File: config.mk
export PLATFORM = sky130hd
export DESIGN_NAME = kpsc_keypad_core
export DESIGN_NICKNAME = d
export VERILOG_FILES = /design/src/kpsc_pkg.sv /design/src/kpsc_keypad_core.sv
export VERILOG_INCLUDE_DIRS = /design/src
export SDC_FILE = /design/constraint.sdc
export NUM_CORES = 2
export LEC_CHECK = 0
export ABC_CLOCK_PERIOD_IN_PS = 93800
export BUFFER_PORTS_ARGS = -buffer_cell sky130_fd_sc_hd__buf_4
export CAP_MARGIN = 30
export CORE_ASPECT_RATIO = 2
export CORE_MARGIN = 2
export CORE_UTILIZATION = 55
export DETAILED_ROUTE_END_ITERATION = 12
export PLACE_DENSITY = 0.75
export SLEW_MARGIN = 20
export SYNTH_ARGS = -nofsm -noshare
export SYNTH_HDL_FRONTEND = slang
export SYNTH_SLANG_ARGS = --single-unit
File: constraint.sdc
create_clock -name clk -period 93.8 [get_ports clk]
set_clock_uncertainty 0.15 [all_clocks]
set_input_delay 4.69 -clock clk [delete_from_list [all_inputs] [get_ports clk]]
set_output_delay 4.69 -clock clk [all_outputs]
set_load 0.05 [all_outputs]
File: src/kpsc_params.svh
/*
  Offsets, field positions, reset values and timing counts of the keypad
  scan controller. Definitions only; included by the package and the core.
*/
`ifndef KPSC_PARAMS_SVH
`define KPSC_PARAMS_SVH

`define KPSC_OFS_COL_EN     8'h60
`define KPSC_OFS_ROW_PW     8'h61
`define KPSC_OFS_ROW_EN     8'h62
`define KPSC_OFS_CNT_DED    8'h63
`define KPSC_OFS_DB_RUN     8'h64
`define KPSC_OFS_COMB0      8'h65
`define KPSC_OFS_COMB1      8'h66
`define KPSC_OFS_COMB2      8'h67
`define KPSC_OFS_SLOT_A     8'h68
`define KPSC_OFS_SLOT_B     8'h69
`define KPSC_OFS_SLOT_C     8'h6a
`define KPSC_OFS_FUNC       8'h6b
`define KPSC_OFS_DIRECT     8'h6c

`define KPSC_RST_COL_EN     8'h00
`define KPSC_RST_ROW_PW     8'hc0
`define KPSC_RST_ROW_EN     8'h00
`define KPSC_RST_CNT_DED    8'h00
`define KPSC_RST_DB_RUN     8'h00
`define KPSC_RST_COMB       8'hf8
`define KPSC_RST_SLOT       8'hf8
`define KPSC_RST_FUNC       8'hff
`define KPSC_RST_DIRECT     8'h0f

`define KPSC_ROW_PW_MASK    8'he0
`define KPSC_DIRECT_MASK    8'h0f
`define KPSC_NO_KEY_ROW     4'hf

`define KPSC_PW_CODE0       8'h01
`define KPSC_PW_CODE1       8'h10
`define KPSC_PW_CODE2       8'h40
`define KPSC_PW_CODE3       8'h80

`define KPSC_QUEUE_DEPTH    4'ha
`define KPSC_CLK_PERIOD_NS  25
`define KPSC_MS_NS          1000000

`endif

File: src/kpsc_pkg.sv
/*
  Types of the keypad scan controller.
  Assumes kpsc_params.svh is on the include path.
*/
`include "kpsc_params.svh"

package kpsc_pkg;

  typedef enum logic [1:0] {
    SCAN_OFF,
    SCAN_FUNC,
    SCAN_ROW
  } kpsc_scan_st_t;

  typedef logic [4:0][7:0] kpsc_rec_t;

  typedef struct packed {
    logic [1:0] col_sync;
    logic [1:0] col_sync2;
    logic [7:0] col_a;
    logic [7:0] col_b;
    logic [2:0] tick_sh;
    kpsc_scan_st_t st;
    logic [2:0] row_idx;
    logic [7:0] pw_cnt;
    logic [7:0] col_en;
    logic [7:0] row_pw;
    logic [7:0] row_en;
    logic [7:0] cnt_ded;
    logic [7:0] db_run;
    logic [2:0][7:0] comb;
    logic [63:0] snap;
    logic [7:0] sf_snap;
    logic [75:0] last;
    logic [3:0] stab_cyc;
    logic [15:0] ms_cnt;
    logic [6:0] ms_elapsed;
    logic [63:0] rep;
    logic [7:0] rep_sf;
    logic [3:0] rep_dk;
    logic [9:0][39:0] queue;
    logic [3:0] wp;
    logic [3:0] rp;
    logic [3:0] fill;
    logic overflow;
    logic [7:0] rdata;
    logic key_irq;
    logic wake;
    logic combo_irq;
    logic [7:0] row_oe;
    logic [7:0] row_out;
  } kpsc_state_t;

endpackage

File: src/kpsc_keypad_core.sv
/*
  Keypad matrix scan controller: configuration registers, row scanning,
  debounce, key record queue and wake/interrupt outputs.
  Assumes a byte-wide register port fed by the serial bus slave, column
  pins pulled up outside, row pins open-drain (driven low when enabled),
  a 32 kHz clock on a pin and sleep/hibernate levels from the power logic.
*/
`timescale 1ns/1ps
`default_nettype none
`include "kpsc_params.svh"

// Function
// - a column is scanned only while its column-enable bit is one; reset zero.
// - row pulse width code 00..11 gives 1, 16, 64, 128 clocks; default 128.
// - in sleep each row pulse lasts one 32 kHz period, width code ignored.
// - bit 5 of row control enables hibernate wake; low five bits read zero.
// - a row is driven only while its row-enable bit is one; reset zero.
// - upper nibble sets scan cycles, 0..15, before a record is queued.
// - low four control bits turn columns 0..3 into dedicated keys.
// - bits 7..1 of control low set debounce time, 0..127 ms.
// - bit 0 of control low starts or stops scanning; resets to zero.
// - a record is three matrix slots, function byte, then dedicated byte.
// - slot byte holds row in bits 6..3 and column in bits 2..0.
// - unused slot reports row all ones; slot resets to 0xF8.
// - slot bit 7 is zero for key down, one for key up.
// - function byte has one bit per key, zero down; resets 0xFF.
// - dedicated byte bits 3..0 zero when down, upper bits zero; reset 0x0F.
// - three mask registers hold a key combination that wakes and interrupts.
// - queue holds ten records; when full, flag overflow and refuse new ones.
// - keypad interrupt is raised while a loaded record stays unread.
// - enabled rows are driven low one at a time, others released.
// - with no dedicated key enabled a record is four bytes long.
module kpsc_keypad_core #(
  parameter int MS_CYCLES = `KPSC_MS_NS / `KPSC_CLK_PERIOD_NS
) (
  input wire logic clk,
  input wire logic nrst,
  input wire logic [7:0] reg_addr,
  input wire logic reg_wr,
  input wire logic [7:0] reg_wdata,
  input wire logic reg_rd,
  output logic [7:0] reg_rdata,
  input wire logic [7:0] col_in,
  output logic [7:0] row_out,
  output logic [7:0] row_oe,
  input wire logic clk32k_in,
  input wire logic sleep_mode,
  input wire logic hibernate_mode,
  output logic key_irq,
  output logic queue_overflow,
  output logic wake_req,
  output logic combo_irq
);
  import kpsc_pkg::*;

  kpsc_state_t s_reg;
  kpsc_state_t s_next;

  function automatic logic [7:0] pw_target(input logic [1:0] code);
    case (code)
      2'b00: pw_target = `KPSC_PW_CODE0;
      2'b01: pw_target = `KPSC_PW_CODE1;
      2'b10: pw_target = `KPSC_PW_CODE2;
      default: pw_target = `KPSC_PW_CODE3;
    endcase
  endfunction

  always_comb
  begin
    logic tick;
    logic pulse_done;
    logic cycle_end;
    logic [7:0] col_live;
    logic [7:0] col_used;
    logic [3:0] ded;
    logic [3:0] dk_now;
    logic [75:0] cur;
    logic [63:0] pend;
    logic [63:0] comb_mask;
    logic [1:0] nslot;
    kpsc_rec_t rec;
    logic any_change;
    logic push;
    logic pop;
    logic [2:0] last_ofs;
    kpsc_rec_t head;
    tick = 1'b0;
    pulse_done = 1'b0;
    cycle_end = 1'b0;
    col_live = 8'h00;
    col_used = 8'h00;
    ded = 4'h0;
    dk_now = 4'h0;
    cur = '0;
    pend = '0;
    comb_mask = '0;
    nslot = 2'd0;
    rec = '0;
    any_change = 1'b0;
    push = 1'b0;
    pop = 1'b0;
    last_ofs = 3'd0;
    head = '0;
    s_next = s_reg;

    // pin synchronisers; the first stage feeds only the second
    s_next.col_a = col_in;
    s_next.col_b = s_reg.col_a;
    s_next.tick_sh = {s_reg.tick_sh[1:0], clk32k_in};
    s_next.col_sync = 2'b00;
    s_next.col_sync2 = 2'b00;
    tick = s_reg.tick_sh[1] & ~s_reg.tick_sh[2];

    ded = s_reg.cnt_ded[3:0];
    col_used = s_reg.col_en & ~{4'h0, ded};
    col_live = ~s_reg.col_b & col_used;
    dk_now = s_reg.col_b[3:0] | ~ded;

    // register writes; result bytes and reserved bits take nothing
    if (reg_wr)
    begin
      case (reg_addr)
        `KPSC_OFS_COL_EN: s_next.col_en = reg_wdata;
        `KPSC_OFS_ROW_PW: s_next.row_pw = reg_wdata & `KPSC_ROW_PW_MASK;
        `KPSC_OFS_ROW_EN: s_next.row_en = reg_wdata;
        `KPSC_OFS_CNT_DED: s_next.cnt_ded = reg_wdata;
        `KPSC_OFS_DB_RUN: s_next.db_run = reg_wdata;
        `KPSC_OFS_COMB0: s_next.comb[0] = reg_wdata;
        `KPSC_OFS_COMB1: s_next.comb[1] = reg_wdata;
        `KPSC_OFS_COMB2: s_next.comb[2] = reg_wdata;
        default: s_next.col_sync = 2'b00;
      endcase
    end

    // scan sequencer: a row-free phase for function keys, then each row
    // the column answer lags the drive by the row flop and two sync flops,
    // so a normal phase ends two clocks after its pulse and samples then
    if (sleep_mode)
      pulse_done = tick;
    else
      pulse_done = (s_reg.pw_cnt ==
                    pw_target(s_reg.row_pw[7:6]) + 8'h02);
    s_next.pw_cnt = pulse_done ? 8'h00 : s_reg.pw_cnt + 8'h01;
    s_next.row_oe = 8'h00;
    s_next.row_out = 8'h00;
    case (s_reg.st)
      SCAN_OFF:
      begin
        s_next.pw_cnt = 8'h00;
        if (s_reg.db_run[0])
          s_next.st = SCAN_FUNC;
      end
      SCAN_FUNC:
      begin
        if (pulse_done)
        begin
          s_next.sf_snap = col_live;
          s_next.row_idx = 3'd0;
          s_next.st = SCAN_ROW;
        end
      end
      SCAN_ROW:
      begin
        // in sleep the row is held for the whole 32 kHz period
        if (sleep_mode || s_reg.pw_cnt < pw_target(s_reg.row_pw[7:6]))
          s_next.row_oe[s_reg.row_idx] =
            s_reg.row_en[s_reg.row_idx];
        if (pulse_done)
        begin
          s_next.snap[{s_reg.row_idx, 3'b000} +: 8] =
            s_reg.row_en[s_reg.row_idx] ? (col_live & ~s_reg.sf_snap) : 8'h00;
          s_next.row_idx = s_reg.row_idx + 3'd1;
          if (s_reg.row_idx == 3'd7)
          begin
            cycle_end = 1'b1;
            s_next.st = SCAN_FUNC;
          end
        end
      end
      default: s_next.st = SCAN_OFF;
    endcase
    if (!s_reg.db_run[0])
    begin
      s_next.st = SCAN_OFF;
      s_next.row_oe = 8'h00;
    end

    // debounce timer in ms, restarted on any change
    if (s_reg.ms_cnt == 16'(MS_CYCLES - 1))
    begin
      s_next.ms_cnt = 16'h0000;
      if (s_reg.ms_elapsed != 7'h7f)
        s_next.ms_elapsed = s_reg.ms_elapsed + 7'd1;
    end
    else
      s_next.ms_cnt = s_reg.ms_cnt + 16'h0001;

    cur = {s_next.snap, s_next.sf_snap, dk_now};
    if (cycle_end)
    begin
      if (cur != s_reg.last)
      begin
        s_next.last = cur;
        s_next.stab_cyc = 4'h0;
        s_next.ms_cnt = 16'h0000;
        s_next.ms_elapsed = 7'd0;
      end
      else if (s_reg.stab_cyc != 4'hf)
        s_next.stab_cyc = s_reg.stab_cyc + 4'h1;
    end

    // build a record of up to three changed matrix keys
    rec[0] = `KPSC_RST_SLOT;
    rec[1] = `KPSC_RST_SLOT;
    rec[2] = `KPSC_RST_SLOT;
    pend = s_reg.last[75:12] ^ s_reg.rep;
    for (int k = 0; k < 64; k++)
    begin
      if (pend[k] && nslot != 2'd3)
      begin
        rec[nslot] = {~s_reg.last[12 + k], 1'b0, 6'(k)};
        nslot = nslot + 2'd1;
      end
    end
    rec[3] = ~s_reg.last[11:4];
    rec[4] = {4'h0, s_reg.last[3:0]};
    any_change = (nslot != 2'd0) || (rec[3] != ~s_reg.rep_sf) ||
                 (s_reg.last[3:0] != s_reg.rep_dk);
    if (cycle_end && cur == s_reg.last && any_change &&
        s_reg.stab_cyc >= s_reg.cnt_ded[7:4] &&
        s_reg.ms_elapsed >= s_reg.db_run[7:1])
    begin
      if (s_reg.fill == `KPSC_QUEUE_DEPTH)
        s_next.overflow = 1'b1;
      else
        push = 1'b1;
    end

    // reading the last byte of the record retires it
    last_ofs = (ded != 4'h0) ? 3'd4 : 3'd3;
    pop = reg_rd && s_reg.fill != 4'h0 &&
          reg_addr == (`KPSC_OFS_SLOT_A + {5'h00, last_ofs});
    if (pop)
    begin
      s_next.rp = (s_reg.rp == `KPSC_QUEUE_DEPTH - 4'h1) ? 4'h0 : s_reg.rp + 4'h1;
      if (!(push || s_next.overflow && !s_reg.overflow))
        s_next.overflow = 1'b0;
    end
    if (push)
    begin
      s_next.queue[s_reg.wp] = rec;
      s_next.wp = (s_reg.wp == `KPSC_QUEUE_DEPTH - 4'h1) ? 4'h0 : s_reg.wp + 4'h1;
      s_next.rep = s_reg.rep;
      for (int j = 0; j < 3; j++)
        if (j < nslot)
          s_next.rep[rec[j][5:0]] = ~rec[j][7];
      s_next.rep_sf = s_reg.last[11:4];
      s_next.rep_dk = s_reg.last[3:0];
    end
    s_next.fill = s_reg.fill + {3'h0, push} - {3'h0, pop};
    s_next.key_irq = (s_next.fill != 4'h0);
    if (push)
      s_next.key_irq = 1'b1;

    // combination: exactly the active mask keys held, nothing else
    for (int j = 0; j < 3; j++)
      if (s_reg.comb[j][7:6] == 2'b00)
        comb_mask[s_reg.comb[j][5:0]] = 1'b1;
    s_next.combo_irq = (comb_mask != '0) && (s_reg.rep == comb_mask);
    s_next.wake = s_next.combo_irq ||
                  (hibernate_mode && s_reg.row_pw[5] && col_live != 8'h00) ||
                  (sleep_mode && push);

    // read data; empty queue shows the reset pattern
    head = s_reg.fill != 4'h0 ? s_reg.queue[s_reg.rp] :
           {`KPSC_RST_DIRECT, `KPSC_RST_FUNC, `KPSC_RST_SLOT,
            `KPSC_RST_SLOT, `KPSC_RST_SLOT};
    s_next.rdata = s_reg.rdata;
    if (reg_rd)
    begin
      case (reg_addr)
        `KPSC_OFS_COL_EN: s_next.rdata = s_reg.col_en;
        `KPSC_OFS_ROW_PW: s_next.rdata = s_reg.row_pw;
        `KPSC_OFS_ROW_EN: s_next.rdata = s_reg.row_en;
        `KPSC_OFS_CNT_DED: s_next.rdata = s_reg.cnt_ded;
        `KPSC_OFS_DB_RUN: s_next.rdata = s_reg.db_run;
        `KPSC_OFS_COMB0: s_next.rdata = s_reg.comb[0];
        `KPSC_OFS_COMB1: s_next.rdata = s_reg.comb[1];
        `KPSC_OFS_COMB2: s_next.rdata = s_reg.comb[2];
        `KPSC_OFS_SLOT_A: s_next.rdata = head[0];
        `KPSC_OFS_SLOT_B: s_next.rdata = head[1];
        `KPSC_OFS_SLOT_C: s_next.rdata = head[2];
        `KPSC_OFS_FUNC: s_next.rdata = head[3];
        `KPSC_OFS_DIRECT: s_next.rdata = head[4] & `KPSC_DIRECT_MASK;
        default: s_next.rdata = 8'h00;
      endcase
    end
  end

  always_ff @(posedge clk)
  begin
    if (!nrst)
    begin
      s_reg <= '0;
      s_reg.st <= SCAN_OFF;
      s_reg.col_b <= 8'hff;
      s_reg.col_a <= 8'hff;
      s_reg.col_en <= `KPSC_RST_COL_EN;
      s_reg.row_pw <= `KPSC_RST_ROW_PW;
      s_reg.row_en <= `KPSC_RST_ROW_EN;
      s_reg.cnt_ded <= `KPSC_RST_CNT_DED;
      s_reg.db_run <= `KPSC_RST_DB_RUN;
      s_reg.comb <= {3{`KPSC_RST_COMB}};
      s_reg.last <= 76'h0000_0000_0000_0000_00f;
      s_reg.rep_dk <= 4'hf;
    end
    else
      s_reg <= s_next;
  end

  assign reg_rdata = s_reg.rdata;
  assign row_out = s_reg.row_out;
  assign row_oe = s_reg.row_oe;
  assign key_irq = s_reg.key_irq;
  assign queue_overflow = s_reg.overflow;
  assign wake_req = s_reg.wake;
  assign combo_irq = s_reg.combo_irq;

endmodule
`default_nettype wire

==> qor.txt <==
met2 Use GR: 0.701
DRC violations left: 0
RSZ-0062 raised after global routing: false
Hold Crit Class: reg2reg
largest family of logic cells by synthesized area: simple AND/OR/NAND/NOR gates
largest net degree at the start of global routing: 120
Post-Synth XOR/XNOR Area: 0.0676
Slowest cell on crit path: xnor2_1
number of global-route vias before repair: 47170
Wirelength per Cell: 29.4 um
FFs w/ async S/R, synth: 0
Top delay family on crit path: simple AND/OR/NAND/NOR gates
Initial DRT Pass Iterations: 6
crit share post-route: 0.918
critical path capture point type: flop
CTS resizes: 0
#FFs+latches synth: 734
Placed Instance Area: 51500 um^2
Crit path top cell by count: inv_1
antenna violations before repair: 5
die area: 94200 um^2
clock tree from TritonCTS: built
number of flops mapped to enable cells by yosys: 0
Synth Warn #: 0
Comb power frac: 0.017
cell taking the most area after synthesis: dfxtp_1
Clock transition at path regs: 0.06 ns
met3 Use GR: 0.0940
CTS Buf Count: 72
Synth Area in Adders: 0.0699
gpl congestion: 1.11
Via Count: 49442
Final setup viols: 0
Cell Pwr Density: 11.9 nW/um^2
Worst R2R Setup Slack: 7.65 ns
fraction of power consumed by the clock network: 0.499
Worst Setup Start Kind: flop
I/O Buffers: 50
WL final: 213000 um
num ports: 59
CP max FO: 44
max_slew headroom: 0.264
Max Buffers Root-to-Sink: 3
Max Transition Viols Final: 0
total negative slack: 0 ns
Area contributors post-synth: dfxtp_1 (29%), ha_1 (7.0%), mux2i_1 (5.8%)
gr busiest metal: met2
Post-DP HPWL: 162000 um
nets: 6296
die height: 432 um
max incr delay on CP: 0.76 ns
max reg flops: 704
CTS Sinks: 734
Final Critical Period: 86.15 ns
share of the synthesized area in the top cell type: 0.292
total track usage: 0.440
final count of hold timing violations: 0
drt initial violations: 6234
Core Box Area: 91100 um^2
hold buffer count at cts: 0
non-filler cells in the finished layout: 7235
kind of critical path: reg2reg
Clock H-tree levels: 3
leak pwr: 21.5 nW
Worst IR Drop VDD: 0.0167 mV
CP required: 94.23 ns
die width: 218 um
Area Growth Syn to Fin: 7.69%
P_sw: 0.149 mW
max_cap viols: 0
internal power: 0.496 mW
met1 GRT Util: 0.519
Avg Inst Size Synth: 8.18 um^2
Sequential Power Share: 0.484
most used flip-flop cell after synthesis: dfxtp_1
sequential fraction of the synthesis area: 0.292
first-pass GRT wire length: 310000 um
ratio of cells with drive above 1 in the final layout: 0.0894
Buf+Inv Stages, Crit Path: 71
post-CTS setup buffer count: 0
Design Area, Final: 54300 um^2
GR Overflow Total: 0
Synth Area in Compound Gates: 0.194
clk root buf: clkbuf_16
worst-skew pair later-pin latency: 0.68 ns
critical path arrival: 86.57 ns
Distinct cells, synth: 114
placed cells: 7090
Post-DRT Antenna Nets: 0
Switching Fraction: 0.230
floorplan row count: 157
post-synthesis cell area: 50400 um^2
Synth Instances: 6163
Fmax: 0.0116 GHz
post-synthesis mux area share: 0.101
Slew @ Worst Pin: 1.10 ns
run status: complete, no violations
Synth Area in Simple Gates: 0.221
initial core utilization: 0.553
via/cell ratio: 6.83
-- synth_stat cells, types with 16 or more instances --
master,n
xor2_1,151
a2111oi_0,16
nor3b_1,32
o21ai_0,135
o2111ai_1,20
a31oi_1,55
buf_1,29
mux4_2,74
a21boi_0,16
mux2i_1,294
a22oi_1,98
o22ai_1,25
or3_1,40
o211a_1,16
a211oi_1,288
buf_4,30
nor4_1,67
xnor2_1,195
clkbuf_1,337
mux2_2,38
buf_2,51
nor2b_1,49
o211ai_1,43
o21ai_1,21
o221ai_1,100
nor2_1,743
inv_1,231
or4_1,17
nand4_1,75
a221oi_1,17
o31ai_1,38
nor3_1,133
or2_2,22
and2_1,78
o21a_1,44
nand3_1,246
ha_1,280
nand2_1,584
dfxtp_1,734
a21oi_1,209
and3_1,59
o22a_1,63
nand2b_1,55
nand3b_1,36
-- path summary, 6_finish.rpt --
check	startpoint	to	cells after the start
worst max-delay path	s_reg[452]	s_reg[334]	317
worst min-delay path	s_next[776]	s_reg[776]	1
worst max register to register	s_reg[452]	s_reg[334]	317
worst min register to register	s_next[776]	s_reg[776]	1
-- per-layer routing --
layer | share of wire | vias to the layer above
li1 | - | 21874
met1 | 0.36 | 23833
met2 | 0.45 | 2991
met3 | 0.096 | 740
met4 | 0.088 | 4
met5 | 0.00013 | -
-- final cells by class --
class	count	area, um^2
fillers	8091	36900
multi-input cells	4749	33100
flip-flops and latches	734	14700
clock buffers	90	2000
well taps	1192	1490
repair buffers	192	1480
inverters	235	890
clock inverters	41	618
diodes	2	5.00
-- kinds of logic (layout without fill, tap and decap cells) --
kind of cell | count (synthesis) | after routing
AND/OR/NAND/NOR | 2326 | 2326
AO/OA/AOI/OAI | 1363 | 1363
flip-flops | 734 | 734
buffers and inverters | 687 | 558
multiplexers | 408 | 408
XOR/XNOR | 363 | 363
adder cells (fa/ha/maj) | 281 | 281
other | 1 | 10
-- placed cells by master, fill, tap and decap left out, types with 74 or more instances in the layout --
cell        n
nor2_1    740
dfxtp_1   732
nand2_1   584
mux2i_1   294
a211oi_1  287
ha_1      280
nand3_1   246
inv_1     230
a21oi_1   207
xnor2_1   195
buf_4     180
xor2_1    151
o21ai_0   135
nor3_1    129
o221ai_1  100
a22oi_1    98
and2_1     77
nand4_1    75
mux4_2     74
-- metrics by stage --
stage	total power, mW	hold slack (ns)	util	setup slack (ns)
detailed placement	0.330	0.261	0.566	9.55
global route	0.657	0.291	0.595	0.788
CTS	0.645	0.277	0.594	9.15
global placement	0.330	0.265	0.564	13.94
floorplan	0.326	0.236	-	22.50
finish	0.645	0.261	0.595	7.65
-- power by group through the flow --
stage	logic, mW	clock network, mW	registers, mW
6_report	0.0110	0.322	0.312
3_5_place_dp	0.0106	0	0.319
5_1_grt	0.0116	0.334	0.312
4_1_cts	0.0107	0.321	0.312
3_3_place_gp	0.0104	0	0.319
2_1_floorplan	0.00707	0	0.319
Note: power is estimated with default switching activity, not from simulation.
